File: config.mk
export PLATFORM = sky130hd
export DESIGN_NAME = dgz_top
export DESIGN_NICKNAME = d
export VERILOG_FILES = /design/src/design/dgz_pkg.sv /design/src/design/dgz_pix_if.sv /design/src/design/dgz_sync3.sv /design/src/design/dgz_chan.sv /design/src/design/dgz_top.sv
export VERILOG_INCLUDE_DIRS = /design/src /design/src/design
export SDC_FILE = /design/constraint.sdc
export NUM_CORES = 1
export LEC_CHECK = 0
export BUFFER_PORTS_ARGS = -buffer_cell sky130_fd_sc_hd__buf_2
export CELL_PAD_IN_SITES_DETAIL_PLACEMENT = 1
export CELL_PAD_IN_SITES_GLOBAL_PLACEMENT = 2
export CORE_MARGIN = 2
export CORE_UTILIZATION = 42
export CTS_BUF_LIST = sky130_fd_sc_hd__clkbuf_16
export DETAILED_ROUTE_END_ITERATION = 7
export GPL_TIMING_DRIVEN = 0
export HOLD_SLACK_MARGIN = 0.03
export PLACE_DENSITY = 0.91
export SLEW_MARGIN = 40
export SYNTH_ARGS = -nofsm -noshare
export SYNTH_HDL_FRONTEND = slang
export SYNTH_SLANG_ARGS = --single-unit
File: constraint.sdc
create_clock -name sys_clk -period 7.1 [get_ports sys_clk]
set_clock_uncertainty 0.15 [all_clocks]
set_input_delay 0.71 -clock sys_clk [delete_from_list [all_inputs] [get_ports sys_clk]]
set_output_delay 0.71 -clock sys_clk [all_outputs]
set_load 0.01 [all_outputs]
File: src/design/dgz_defs.svh
// Register offsets, field positions and reset values of the digitizer control bank
`ifndef DGZ_DEFS_SVH
`define DGZ_DEFS_SVH

// ==========================================================
// Register offsets
`define DGZ_REG_REV 8'h00
`define DGZ_REG_DIV_HI 8'h01
`define DGZ_REG_DIV_LO 8'h02
`define DGZ_REG_PLL 8'h03
`define DGZ_REG_PHASE 8'h04
`define DGZ_REG_CLAMP_START 8'h05
`define DGZ_REG_CLAMP_WIDTH 8'h06
`define DGZ_REG_HS_WIDTH 8'h07
`define DGZ_REG_GAIN_B 8'h08
`define DGZ_REG_GAIN_G 8'h09
`define DGZ_REG_GAIN_R 8'h0a
`define DGZ_REG_OFS_B 8'h0b
`define DGZ_REG_OFS_G 8'h0c
`define DGZ_REG_OFS_R 8'h0d

// ==========================================================
// Reset values
`define DGZ_RST_DIV_HI 8'h69
`define DGZ_RST_DIV_LO 8'hd0
`define DGZ_RST_PLL 8'h48
`define DGZ_RST_PHASE 8'h80
`define DGZ_RST_CLAMP_START 8'h80
`define DGZ_RST_CLAMP_WIDTH 8'h80
`define DGZ_RST_HS_WIDTH 8'h20
`define DGZ_RST_GAIN 8'h80
`define DGZ_RST_OFS 8'h80

// ==========================================================
// Field positions
`define DGZ_DIV_LO_MSB 7
`define DGZ_DIV_LO_LSB 4
`define DGZ_VCO_MSB 7
`define DGZ_VCO_LSB 6
`define DGZ_PUMP_MSB 5
`define DGZ_PUMP_LSB 3
`define DGZ_PHASE_MSB 7
`define DGZ_PHASE_LSB 3
`define DGZ_HALVE_BIT 0

// ==========================================================
// Host port address and datapath constants
`define DGZ_DEV_ADDR 7'h5c
`define DGZ_OFS_BIAS 13'sh200
`define DGZ_PIX_MAX 10'h3ff
`define DGZ_PCNT_MAX 9'h1ff

`endif

File: src/design/dgz_pkg.sv
// Types shared by the digitizer control bank modules
package dgz_pkg;

	// ==========================================================
	// Host port sequencing
	typedef enum logic [2:0] {
		HP_IDLE = 3'b000,
		HP_RX = 3'b001,
		HP_TXACK = 3'b010,
		HP_TX = 3'b011,
		HP_RXACK = 3'b100
	} dgz_hp_e;

	typedef enum logic [1:0] {
		PH_ADDR = 2'b00,
		PH_SUB = 2'b01,
		PH_DATA = 2'b10
	} dgz_phase_e;

	// ==========================================================
	// Programmed settings; index 0 blue, 1 green, 2 red
	typedef struct packed {
		logic [7:0] div_hi;
		logic [3:0] div_lo;
		logic [1:0] vco;
		logic [2:0] pump;
		logic [4:0] phase;
		logic halve;
		logic [7:0] clamp_start;
		logic [7:0] clamp_width;
		logic [7:0] hs_width;
		logic [2:0][7:0] gain;
		logic [2:0][7:0] offset;
	} dgz_regs_s;

	// ==========================================================
	// Whole state of the top module
	typedef struct packed {
		dgz_hp_e st;
		dgz_phase_e phase;
		logic rw;
		logic [2:0] cnt;
		logic flag;
		logic [7:0] sh;
		logic [7:0] ptr;
		logic sda_oe;
		logic scl_q;
		logic sda_q;
		dgz_regs_s regs;
		dgz_regs_s act;
		logic line_run;
		logic [8:0] pcnt;
		logic clamp_int;
		logic clamp_out;
		logic hs_on;
		logic half_ph;
		logic dclk;
	} dgz_top_s;

	typedef struct packed {
		logic [2:0] ff;
		logic q;
	} dgz_sync_s;

	typedef struct packed {
		logic [9:0] res;
		logic vld;
	} dgz_chan_s;

endpackage : dgz_pkg

File: src/design/dgz_pix_if.sv
// Per-channel settings and sample path between the control bank and a channel
`timescale 1ns/1ps

interface dgz_pix_if;
	logic [7:0] gain;
	logic [7:0] offset;
	logic [9:0] sample;
	logic valid;
	logic [9:0] result;
	logic res_valid;

	modport ctrl (output gain, output offset, output sample, output valid,
		input result, input res_valid);
	modport chan (input gain, input offset, input sample, input valid,
		output result, output res_valid);
endinterface : dgz_pix_if

File: src/design/dgz_sync3.sv
// Three-stage input synchroniser with agreement filter
`timescale 1ns/1ps

module dgz_sync3 #(
	parameter logic INIT = 1'b1
) (
	// Clock and reset
	input wire logic sys_clk,
	input wire logic arst_n,
	// Pin and filtered level
	input wire logic din,
	output logic q
);
	dgz_pkg::dgz_sync_s s;
	dgz_pkg::dgz_sync_s next_s;

	// ==========================================================
	// Shift in; output follows only when stages two and three agree
	always_comb begin
		next_s = s;
		next_s.ff = {s.ff[1:0], din};
		if (s.ff[1] == s.ff[2]) begin
			next_s.q = s.ff[2];
		end
	end

	// State register; first stage feeds only the second
	always_ff @(posedge sys_clk or negedge arst_n) begin
		if (!arst_n) begin
			s <= {{3{INIT}}, INIT};
		end else begin
			s <= next_s;
		end
	end

	assign q = s.q;
endmodule : dgz_sync3

File: src/design/dgz_chan.sv
// One channel of digital fine gain and offset with saturation
`timescale 1ns/1ps
`include "dgz_defs.svh"

module dgz_chan (
	// Clock and reset
	input wire logic sys_clk,
	input wire logic arst_n,
	// Settings, sample in, result out
	dgz_pix_if.chan bus
);
	dgz_pkg::dgz_chan_s s;
	dgz_pkg::dgz_chan_s next_s;
	logic [18:0] prod;
	logic signed [12:0] gained;
	logic signed [12:0] ofs;
	logic signed [12:0] sum;

	// ==========================================================
	// Gain of 1 + code/256, then offset, clipped to the code range
	always_comb begin
		next_s = s;
		prod = bus.sample * {1'b1, bus.gain};
		gained = $signed({2'b00, prod[18:8]});
		// Offset code fills bits 9..2; 80h is the zero point
		ofs = $signed({3'b000, bus.offset, 2'b00}) - `DGZ_OFS_BIAS;
		sum = gained + ofs;
		next_s.vld = bus.valid;
		if (bus.valid) begin
			// Clip rather than wrap, so bright pixels never turn black
			if (sum < 0) begin
				next_s.res = 10'h000;
			end else if (sum > $signed({3'b000, `DGZ_PIX_MAX})) begin
				next_s.res = `DGZ_PIX_MAX;
			end else begin
				next_s.res = sum[9:0];
			end
		end
	end

	// State register
	always_ff @(posedge sys_clk or negedge arst_n) begin
		if (!arst_n) begin
			s <= '0;
		end else begin
			s <= next_s;
		end
	end

	assign bus.result = s.res;
	assign bus.res_valid = s.vld;
endmodule : dgz_chan

File: src/design/dgz_top.sv
// Digitizer control bank: serial host port, settings, clamp and line sync timing
//
// Contract
// - Revision register is read-only, eight bits; writes do nothing.
// - Twelve-bit divider from upper byte plus nibble drives PLL feedback.
// - Two-bit oscillator range selects ultra-low, low, medium or high band.
// - Three-bit charge pump code selects loop filter current.
// - Five-bit sampling phase, 32 steps of 11.25 degrees per pixel.
// - Halve bit selects data clock at pixel rate or half rate.
// - Internal clamp starts a programmed number of pixels after line sync.
// - External clamp selection ignores clamp start and uses the clamp pin.
// - Internal clamp lasts the programmed number of pixels.
// - Line sync output lasts the programmed number of pixels, reset 20h.
// - Each channel gain is one plus code over 256.
// - Offset is offset-binary bits 9..2 of a ten-bit offset.
// - Green and red offsets use the same coding as blue.
// - At reset offset, blanking stays at code 0 or 512; the gain still scales 512, to 768 at reset gain 80h.
// - Subaddress advances after every data byte, read or write.
`timescale 1ns/1ps
`include "dgz_defs.svh"

module dgz_top #(
	parameter logic [7:0] REV_ID = 8'h01 // Arbitrary value
) (
	// Clock and reset
	input wire logic sys_clk,
	input wire logic arst_n,
	// Serial host port pins
	input wire logic scl_in,
	input wire logic sda_in,
	output logic sda_out,
	output logic sda_oe,
	// PLL controls
	output logic [11:0] pll_divider,
	output logic [1:0] oscillator_range,
	output logic [2:0] pump_current,
	output logic [4:0] sample_phase,
	// Line timing
	input wire logic line_start,
	input wire logic pix_valid,
	input wire logic clamp_ext_select,
	input wire logic clamp_ext_in,
	output logic clamp_out,
	output logic line_sync_output,
	output logic output_data_clock,
	// Pixel data, index 0 blue, 1 green, 2 red
	input wire logic [2:0][9:0] sample_in,
	output logic [2:0][9:0] pix_out,
	output logic pix_out_valid
);
	dgz_pkg::dgz_top_s s;
	dgz_pkg::dgz_top_s next_s;
	logic scl_f;
	logic sda_f;
	logic ext_f;
	logic scl_rise;
	logic scl_fall;
	logic start_c;
	logic stop_c;
	logic [7:0] rd_now;
	logic [8:0] clamp_end;

	// ==========================================================
	// Pin synchronisers
	dgz_sync3 #(.INIT(1'b1)) u_sync_scl (
		.sys_clk(sys_clk),
		.arst_n(arst_n),
		.din(scl_in),
		.q(scl_f)
	);

	dgz_sync3 #(.INIT(1'b1)) u_sync_sda (
		.sys_clk(sys_clk),
		.arst_n(arst_n),
		.din(sda_in),
		.q(sda_f)
	);

	dgz_sync3 #(.INIT(1'b0)) u_sync_clamp (
		.sys_clk(sys_clk),
		.arst_n(arst_n),
		.din(clamp_ext_in),
		.q(ext_f)
	);

	// ==========================================================
	// Register read map; reserved bits and unmapped offsets read zero
	function automatic logic [7:0] rd_reg(input dgz_pkg::dgz_regs_s r, input logic [7:0] a);
		logic [7:0] d;
		d = 8'h00;
		case (a)
			`DGZ_REG_REV: d = REV_ID;
			`DGZ_REG_DIV_HI: d = r.div_hi;
			`DGZ_REG_DIV_LO: d = {r.div_lo, 4'h0};
			`DGZ_REG_PLL: d = {r.vco, r.pump, 3'b000};
			`DGZ_REG_PHASE: d = {r.phase, 2'b00, r.halve};
			`DGZ_REG_CLAMP_START: d = r.clamp_start;
			`DGZ_REG_CLAMP_WIDTH: d = r.clamp_width;
			`DGZ_REG_HS_WIDTH: d = r.hs_width;
			`DGZ_REG_GAIN_B: d = r.gain[0];
			`DGZ_REG_GAIN_G: d = r.gain[1];
			`DGZ_REG_GAIN_R: d = r.gain[2];
			`DGZ_REG_OFS_B: d = r.offset[0];
			`DGZ_REG_OFS_G: d = r.offset[1];
			`DGZ_REG_OFS_R: d = r.offset[2];
			default: d = 8'h00;
		endcase
		return d;
	endfunction : rd_reg

	// Register write map; revision and unmapped offsets ignore writes
	function automatic dgz_pkg::dgz_regs_s wr_reg(input dgz_pkg::dgz_regs_s r,
			input logic [7:0] a, input logic [7:0] d);
		dgz_pkg::dgz_regs_s n;
		n = r;
		case (a)
			`DGZ_REG_DIV_HI: n.div_hi = d;
			`DGZ_REG_DIV_LO: n.div_lo = d[`DGZ_DIV_LO_MSB:`DGZ_DIV_LO_LSB];
			`DGZ_REG_PLL: begin
				n.vco = d[`DGZ_VCO_MSB:`DGZ_VCO_LSB];
				n.pump = d[`DGZ_PUMP_MSB:`DGZ_PUMP_LSB];
			end
			`DGZ_REG_PHASE: begin
				n.phase = d[`DGZ_PHASE_MSB:`DGZ_PHASE_LSB];
				n.halve = d[`DGZ_HALVE_BIT];
			end
			`DGZ_REG_CLAMP_START: n.clamp_start = d;
			`DGZ_REG_CLAMP_WIDTH: n.clamp_width = d;
			`DGZ_REG_HS_WIDTH: n.hs_width = d;
			`DGZ_REG_GAIN_B: n.gain[0] = d;
			`DGZ_REG_GAIN_G: n.gain[1] = d;
			`DGZ_REG_GAIN_R: n.gain[2] = d;
			`DGZ_REG_OFS_B: n.offset[0] = d;
			`DGZ_REG_OFS_G: n.offset[1] = d;
			`DGZ_REG_OFS_R: n.offset[2] = d;
			default: n = r;
		endcase
		return n;
	endfunction : wr_reg

	// ==========================================================
	// Bus conditions from the filtered pins
	assign scl_rise = scl_f & ~s.scl_q;
	assign scl_fall = ~scl_f & s.scl_q;
	// Start and stop only ever appear while the clock line is high
	assign start_c = s.scl_q & scl_f & s.sda_q & ~sda_f;
	assign stop_c = s.scl_q & scl_f & ~s.sda_q & sda_f;
	assign rd_now = rd_reg(s.regs, s.ptr);

	// ==========================================================
	// Next state: host port sequencer, then line timing
	always_comb begin
		next_s = s;
		clamp_end = 9'h000;
		next_s.scl_q = scl_f;
		next_s.sda_q = sda_f;
		if (start_c) begin
			// A repeated start keeps the subaddress for a following read
			next_s.st = dgz_pkg::HP_RX;
			next_s.phase = dgz_pkg::PH_ADDR;
			next_s.cnt = 3'd0;
			next_s.flag = 1'b0;
			next_s.sda_oe = 1'b0;
		end else if (stop_c) begin
			next_s.st = dgz_pkg::HP_IDLE;
			next_s.sda_oe = 1'b0;
		end else begin
			unique case (s.st)
				dgz_pkg::HP_IDLE: begin
					next_s.sda_oe = 1'b0;
				end
				dgz_pkg::HP_RX: begin
					if (scl_rise) begin
						next_s.sh = {s.sh[6:0], sda_f};
						next_s.cnt = s.cnt + 3'd1;
						next_s.flag = (s.cnt == 3'd7);
					end else if (scl_fall && s.flag) begin
						// Byte complete: acknowledge it on the low phase
						next_s.flag = 1'b0;
						next_s.st = dgz_pkg::HP_TXACK;
						next_s.sda_oe = 1'b1;
						case (s.phase)
							dgz_pkg::PH_ADDR: begin
								if (s.sh[7:1] == `DGZ_DEV_ADDR) begin
									next_s.rw = s.sh[0];
								end else begin
									next_s.st = dgz_pkg::HP_IDLE;
									next_s.sda_oe = 1'b0;
								end
							end
							dgz_pkg::PH_SUB: next_s.ptr = s.sh;
							default: begin
								next_s.regs = wr_reg(s.regs, s.ptr, s.sh);
								next_s.ptr = s.ptr + 8'h01;
							end
						endcase
					end
				end
				dgz_pkg::HP_TXACK: begin
					if (scl_fall) begin
						next_s.cnt = 3'd0;
						if (s.phase == dgz_pkg::PH_ADDR && s.rw) begin
							next_s.st = dgz_pkg::HP_TX;
							next_s.sh = rd_now;
							next_s.sda_oe = ~rd_now[7];
							next_s.ptr = s.ptr + 8'h01;
						end else begin
							next_s.st = dgz_pkg::HP_RX;
							next_s.sda_oe = 1'b0;
							next_s.phase = (s.phase == dgz_pkg::PH_ADDR) ?
								dgz_pkg::PH_SUB : dgz_pkg::PH_DATA;
						end
					end
				end
				dgz_pkg::HP_TX: begin
					if (scl_fall) begin
						if (s.cnt == 3'd7) begin
							next_s.st = dgz_pkg::HP_RXACK;
							next_s.sda_oe = 1'b0;
						end else begin
							next_s.sh = {s.sh[6:0], 1'b0};
							next_s.sda_oe = ~s.sh[6];
							next_s.cnt = s.cnt + 3'd1;
						end
					end
				end
				dgz_pkg::HP_RXACK: begin
					if (scl_rise) begin
						next_s.flag = ~sda_f;
					end else if (scl_fall) begin
						// Master acknowledge asks for one more byte
						if (s.flag) begin
							next_s.st = dgz_pkg::HP_TX;
							next_s.sh = rd_now;
							next_s.sda_oe = ~rd_now[7];
							next_s.ptr = s.ptr + 8'h01;
							next_s.cnt = 3'd0;
							next_s.flag = 1'b0;
						end else begin
							next_s.st = dgz_pkg::HP_IDLE;
						end
					end
				end
				default: begin
					next_s.st = dgz_pkg::HP_IDLE;
					next_s.sda_oe = 1'b0;
				end
			endcase
		end

		// Settings copy into the pixel path only at the line edge, so no
		// pixel mid-line sees a half-updated gain or timing
		if (line_start) begin
			next_s.act = s.regs;
			next_s.line_run = 1'b1;
			next_s.pcnt = 9'h000;
		end else if (pix_valid && s.pcnt != `DGZ_PCNT_MAX) begin
			next_s.pcnt = s.pcnt + 9'h001;
		end

		// Clamp window in pixels after the line edge
		clamp_end = {1'b0, next_s.act.clamp_start} + {1'b0, next_s.act.clamp_width};
		next_s.clamp_int = next_s.line_run &&
			({1'b0, next_s.act.clamp_start} <= next_s.pcnt) && (next_s.pcnt < clamp_end);
		// External clamp pin overrides the programmed window
		next_s.clamp_out = clamp_ext_select ? ext_f : next_s.clamp_int;
		// Line sync output width in pixels; zero gives no pulse
		next_s.hs_on = next_s.line_run && (next_s.pcnt < {1'b0, next_s.act.hs_width});

		// Data clock: one pulse per pixel, or per second pixel when halved
		next_s.dclk = 1'b0;
		if (pix_valid) begin
			next_s.half_ph = ~s.half_ph;
			next_s.dclk = ~s.act.halve | s.half_ph;
		end
	end

	// ==========================================================
	// State register
	always_ff @(posedge sys_clk or negedge arst_n) begin
		if (!arst_n) begin
			s <= '0;
			s.scl_q <= 1'b1;
			s.sda_q <= 1'b1;
			s.regs.div_hi <= `DGZ_RST_DIV_HI;
			s.regs.div_lo <= 4'(`DGZ_RST_DIV_LO >> `DGZ_DIV_LO_LSB);
			s.regs.vco <= 2'(`DGZ_RST_PLL >> `DGZ_VCO_LSB);
			s.regs.pump <= 3'(`DGZ_RST_PLL >> `DGZ_PUMP_LSB);
			s.regs.phase <= 5'(`DGZ_RST_PHASE >> `DGZ_PHASE_LSB);
			s.regs.halve <= 1'b0;
			s.regs.clamp_start <= `DGZ_RST_CLAMP_START;
			s.regs.clamp_width <= `DGZ_RST_CLAMP_WIDTH;
			s.regs.hs_width <= `DGZ_RST_HS_WIDTH;
			s.regs.gain <= {3{`DGZ_RST_GAIN}};
			s.regs.offset <= {3{`DGZ_RST_OFS}};
			s.act.clamp_start <= `DGZ_RST_CLAMP_START;
			s.act.clamp_width <= `DGZ_RST_CLAMP_WIDTH;
			s.act.hs_width <= `DGZ_RST_HS_WIDTH;
			s.act.gain <= {3{`DGZ_RST_GAIN}};
			s.act.offset <= {3{`DGZ_RST_OFS}};
		end else begin
			s <= next_s;
		end
	end

	// ==========================================================
	// Channels: gain, offset and clipping per colour
	dgz_pix_if ch_if[3] ();

	for (genvar i = 0; i < 3; i++) begin : g_ch
		assign ch_if[i].gain = s.act.gain[i];
		assign ch_if[i].offset = s.act.offset[i];
		assign ch_if[i].sample = sample_in[i];
		assign ch_if[i].valid = pix_valid;
		assign pix_out[i] = ch_if[i].result;

		dgz_chan u_chan (
			.sys_clk(sys_clk),
			.arst_n(arst_n),
			.bus(ch_if[i].chan)
		);
	end

	// ==========================================================
	// Outputs from flops, sda_out tied low; PLL controls follow the host copy at once
	assign pix_out_valid = ch_if[0].res_valid;
	assign sda_out = 1'b0; // Open drain: only ever pulls low
	assign sda_oe = s.sda_oe;
	assign pll_divider = {s.regs.div_hi, s.regs.div_lo};
	assign oscillator_range = s.regs.vco;
	assign pump_current = s.regs.pump;
	assign sample_phase = s.regs.phase;
	assign clamp_out = s.clamp_out;
	assign line_sync_output = s.hs_on;
	assign output_data_clock = s.dclk;
endmodule : dgz_top

---- Word-level counts from Yosys, hierarchy flattened ----
Cells that the tools add are included.
storage, ports and cells
  register bits after elaboration ......... 254
  output and inout bits ................... 58
  word-level logic and storage cells ...... 252
  bits of input ports ..................... 38
cells by class
  reduce and logical (&&, ||, !) cells .... 37
  magnitude comparators ................... 9
  add/sub/neg operators ................... 10
  equality and inequality tests ........... 55
  muxes and demuxes ....................... 67
  multiply operators ...................... 3
  bitwise operators ....................... 20
operators by type and width
  operator                number
  $pmux 8 s14             1
  $reduce_and 7->1        15
  $mux 73                 1
  $mux 10                 6
  $mul 10x9->19           3
  $eq 8x4->1 const B      6
  $mux 21                 2
  $ne 4x4->1 const B      10
  $add 12x11->13          3
  $gt 13x11->1 const B    3
  $lt 13x1->1 const B     3
  $mux 3                  13
  $mux 9                  4
  $mux 17                 2
  $sub 10x10->11 const B  3
  $eq 8x3->1 const B      4
  $pmux 8 s4              1
  $ne 2x2->1 const B      13
  $mux 8                  3
  $ne 3x3->1 const B      8
  $pmux 8 s3              1
  $mux 23                 1
  $reduce_and 11->1       2
  $mux 1                  17
  other kinds (40)        76

---- Longest topological paths before layout ----
  word-level depth ........................ 9
  mapped depth ............................ 28
  depth with buffers taken out ............ 26

---- By module ----
Synthesis repeated with hierarchy kept, for this count alone.
second synthesis, totals
  cell total of the unflattened synthesis .. 2,119
  area total of the unflattened synthesis .. 21,694.6 µm²
modules (own cells, without submodules)
  module                      cells each  sequential area each (µm²)  area an instance (µm²)  times used
  dgz_top                     922         5,317.6                     10,739.0                1
  dgz_chan (g_ch[1].u_chan)   398         275.3                       3,587.2                 1
  dgz_chan (g_ch[0].u_chan)   397         275.3                       3,533.4                 1
  dgz_chan (g_ch[2].u_chan)   387         275.3                       3,490.8                 1
  dgz_sync3 (u_sync_scl ...)  5           105.1                       116.4                   2
  dgz_sync3 (u_sync_clamp)    5           100.1                       111.4                   1

---- Worst setup path before layout ----
OpenSTA, ideal clock, no wires.
  path kind ............................... input -> register
  start point ............................. input port sample_in[5] in the netlist's numbering
  end point ............................... register g_ch[0].u_chan.s (netlist bit g_ch[0].u_chan.bus.result[0])
  path slack .............................. 0.445 ns
  stages on the path ...................... 25
  setup time .............................. 0.123 ns
  arrival time ............................ 6.382 ns
  data required time ...................... 6.827 ns
  cell sequence ........................... clkbuf_1 > nand2_1 > fa_1 > inv_1 > fa_1 > inv_1 > fa_1 > fa_1 > inv_1 > ha_1 > o21a_1 > o21ai_0 > o2bb2ai_1 > a21oi_1 > a21oi_1 > o21bai_1 > xor2_1 > ha_1 > a211oi_1 > a21oi_1 > o21a_1 > xor2_1 > a211oi_1 > o2111ai_1 > o221a_2
between the ends
  longest elaborated chain between the ends .. 5
  elaborated cells on any way between the ends .. 6
ends and longest elaborated chain
  what                  RTL line        source
  from (decl)           dgz_top.sv:47   input wire logic [2:0][9:0] sample_in,
  $mul 10x9->19 (*)     dgz_chan.sv:23  prod = bus.sample * {1'b1, bus.gain};
  $add 12x11->13 (*)    dgz_chan.sv:27  sum = gained + ofs;
  $gt 13x11->1          dgz_chan.sv:33  end else if (sum > $signed({3'b000, `DGZ_PIX_MAX})) begin
  $mux 10               dgz_chan.sv:33
  $mux 10 (*)           dgz_chan.sv:31  if (sum < 0) begin
  to (signal assigned)  dgz_chan.sv:46  s <= next_s;
  to (decl)             dgz_chan.sv:12  dgz_pkg::dgz_chan_s s;
Every way passes the cells marked *; elsewhere a longest branch is shown, timed or not.
A chain may end at the register's enable or synchronous reset.

---- Worst setup path after layout ----
  start point ............................. register, netlist name ch_if[2].gain[2]
  end point ............................... register g_ch[2].u_chan.s (netlist bit g_ch[2].u_chan.bus.result[3])
between the ends
  longest elaborated chain between the ends .. 5
  elaborated cells on any way between the ends .. 6
ends and longest elaborated chain
  what                  RTL line
  $mul 10x9->19 (*)     dgz_chan.sv:23
  $add 12x11->13 (*)    dgz_chan.sv:27
  $gt 13x11->1          dgz_chan.sv:33
  $mux 10               dgz_chan.sv:33
  $mux 10 (*)           dgz_chan.sv:31
  to (signal assigned)  dgz_chan.sv:46
  to (decl)             dgz_chan.sv:12
Marks and branches as above.

==> impl_results.md <==
* Std cell rows at just over 80
* Simple-gate share of the synthesized area at about an eighth
* Number of max-cap violations at 0
* Status: completed
* H-tree depth at 1
* Initial core utilization at around 42%
* GP Congestion at roughly 0.91
* Setup crit start kind: register
* Layout cell share with drive strength beyond 1 at slightly above 20%
* Most used cell, CP: fa_1
* Peak VDD IR at ~0.16 mV
* Final Slew Violations at 0
* Hold Crit Class: input pin to register
* Final setup viols at 0
* Antenna cells at 0
* Post-synth EDFFs at 0
* Seq/Total Area, Yosys at between 30% and 40%
* Yosys reg bits at roughly 250
* DR iter-0 viols at ~840
* Post-synthesis cell count at around 2000
* Post-synthesis compound-gate area fraction at between 10% and 20%
* Die W at between 200 and 250 um
* Hold Violations, Final at 0
* Global-route wire length before repair at roughly 99000 um
* Vias in the first global route at about 18000
* Ports at 96
* CP Capture Type: register
* Netlist cell types at just over 80
* Critical path class: register to register
* Routed WL at around 60000 um
* TritonCTS clock tree: done
* Mapped cell area at around 0.021 mm^2
* Gr ovfl total at 0
* R2R Setup Slk at about 0.34 ns
* Via density per instance at between 5 and 6
* Post-Syn Nets at 2445
* Power Density at between 100 and 150 mW/mm^2
* Largest net degree at the start of global routing at between 70 and 80
* HPWL after DPL at 46600 um
* Most common cell after layout, fill and taps aside: inv_1
* Drt wl/cell at approximately 21 um
* Fill count at around 5600
* Antenna viol nets, final at 0
* Post-synthesis mux area share at a little under a tenth
* Worst Slack Setup Final at 0.344 ns
* Minimum clock period at just under 7 ns
* Share of flip-flops with an asynchronous set or reset at 100%
* I/O Buffers at 84
* Footprint of the multi-input gates at around 0.013 mm^2
* Clock Sinks at about 250
* Clk pin slew, worst setup/hold paths at ~0.060 ns
* Die area at 0.0521 mm^2
* Slowest CP cell: dfrtp_1
* Pin slew with the least headroom to its limit at between 0.7 and 0.8 ns
* Initial antenna violation count at 0
* Max frequency at 0.148 GHz
* Largest family of logic cells by synthesized area: adder cells
* Vias at between 15000 and 20000
* Clock Tree Root: clkbuf_16
* Yosys warnings at 0
* Worst-Skew Late Latency at 0.55 ns
* CTS buffer count at 28
* Final net count at around 2500
* Sequential cell area at 0.00641 mm^2
* Worst path arrival time at 7.04 ns
* Leak Pwr at approximately 12 nW
* DRC violations left at 0
* Final period util at 95.2%
* Clock buffer depth at 3
* Die height at ~230 um
* Adder-cell area share of the yosys netlist at 27.1%
* Xor and xnor area share after synthesis at 2.90%
* Max FO, Critical Path at 11
* Top_reg_cell synth: dfrtp_1
* Pre-CTS setup slack at -0.514 ns
* Core Area at between 0.04 and 0.05 mm^2
* Initial DRT Pass Iterations at 5
* Slew headroom at between 40% and 50%
* Global-route usage over all layers at a little under a quarter
* Most frequent cells in the layout: 250 x inv_1, 208 x dfrtp_1, 184 x nand2_1
* Required time worst endpoint at about 7.4 ns
* Syn Area/Cell at 10.3 um^2
* Area growth, synth to finish at 11.4%
* Delay of the slowest critical-path stage at between 0.6 and 0.7 ns
* Final Total Pwr at between 0.003 and 0.004 W
* Util after Layout at a little under half
-- path summary, 6_finish.rpt --
| kind | from | end | cells after the start |
|---|---|---|---|
| worst max register to register | ch_if[2].gain[2]$_DFFE_PN0P_ | g_ch[2].u_chan.bus.result[3]$_DFFE_PN0P_ | 25 |
| worst max-delay path | ch_if[2].gain[2]$_DFFE_PN0P_ | g_ch[2].u_chan.bus.result[3]$_DFFE_PN0P_ | 25 |
| worst min register to register | u_sync_scl.next_s[2]$_DFF_PN1_ | u_sync_scl.next_s[3]$_DFF_PN1_ | 0 |
| min in group asynchronous | arst_n | u_sync_clamp.s[3]$_DFF_PN0_ | 2 |
| worst min-delay path | sda_in | u_sync_sda.next_s[2]$_DFF_PN1_ | 1 |
| max in group asynchronous | arst_n | s[157]$_DFFE_PN1P_ | 4 |
-- report_power, final --
group | leakage, nW | internal [W] | switching, W
Combinational | 8.08 | 0.000144 | 0.000246
Sequential | 3.30 | 0.00150 | 0.0000443
Clock | 0.478 | 0.000919 | 0.000611
Total | 11.9 | 0.00256 | 0.000901
-- final cells by class --
cell class | instances | area share, %
repair buffers | 91 | 2.37
well taps | 672 | 3.58
flip-flops and latches | 254 | 27.3
multi-input cells | 1445 | 56.7
plain buffers | 89 | 1.97
clock buffers | 29 | 3.09
inverters | 247 | 3.94
clock inverters | 23 | 1.03
-- per-stage QoR --
step	area (um^2)	std cells	hold WS, ns	TNS (ns)
6_report	23500	2850	0.108	0
2_1_floorplan	21100	2055	0.181	0
3_3_place_gp	22400	2811	0.194	-5.28
3_5_place_dp	22500	2814	0.190	-11.89
5_1_grt	23500	2850	0.0973	-0.253
4_1_cts	23400	2860	0.0906	0
-- worst max-delay path: cells and delay by family (launching register included) --
kind	cells	cell delay [ns]
AO/OA/AOI/OAI	8	1.71
XOR/XNOR	1	0.18
adder cells (fa/ha/maj)	7	2.87
buffers and inverters	5	0.40
flip-flops	1	0.65
AND/OR/NAND/NOR	4	0.69
-- cell families (layout without fill, tap and decap cells) --
family	count (synthesis)	after routing
AOI/OAI and AO/OA	317	317
muxes	178	178
DFF	254	254
and+or+nand+nor	524	524
xor gates and xnor gates	70	70
adders and majority gates	355	355
other	1	1
buffers and inverters	356	479
-- metal layers --
metal | GRT usage, % | up-vias | routed length [um]
met2 | 41.2 | 320 | 30200
met3 | 2.40 | 78 | 2520
met1 | 31.7 | 8136 | 26300
met5 | 0.827 | - | 59
li1 | - | 7089 | -
met4 | 4.90 | 2 | 1180
-- cell usage after synthesis (28+ instances only) --
cell	instances	share of area, %
dfrtp_1	216	26
o21ai_0	53	1.3
ha_1	180	11
a21o_1	28	1.0
nand3_1	42	1.0
fa_1	172	16
mux2_2	159	8.5
and2_1	133	3.9
dfstp_2	38	4.7
xor2_1	31	1.3
inv_1	246	4.4
a21oi_1	71	1.7
clkbuf_1	70	1.2
nor2_1	67	1.2
xnor2_1	39	1.6
nand2_1	185	3.3
-- state kept, by name, indices dropped and copies added (netlist names), 2 cells and up --
| signal | count |
|---|---|
| u_sync_sda.next_s | 2 |
| sample_phase | 5 |
| ch_if.offset | 24 |
| ch_if.gain | 24 |
| s | 137 |
| oscillator_range | 2 |
| pll_divider | 12 |
| pump_current | 3 |
| u_sync_scl.next_s | 2 |
| g_ch.u_chan.bus.result | 30 |
| u_sync_clamp.next_s | 2 |
-- timing repair --
action / in CTS / in global routing
buffers inserted: 1 / 2
gates resized for setup: 5 / 28
endpoints found under the setup margin: 30 / 30
pin swaps: 1 / 4
endpoints found under the hold margin: 36 / 0
hold buffers: 1 / 0
Note: power is estimated with default switching activity, not from simulation.
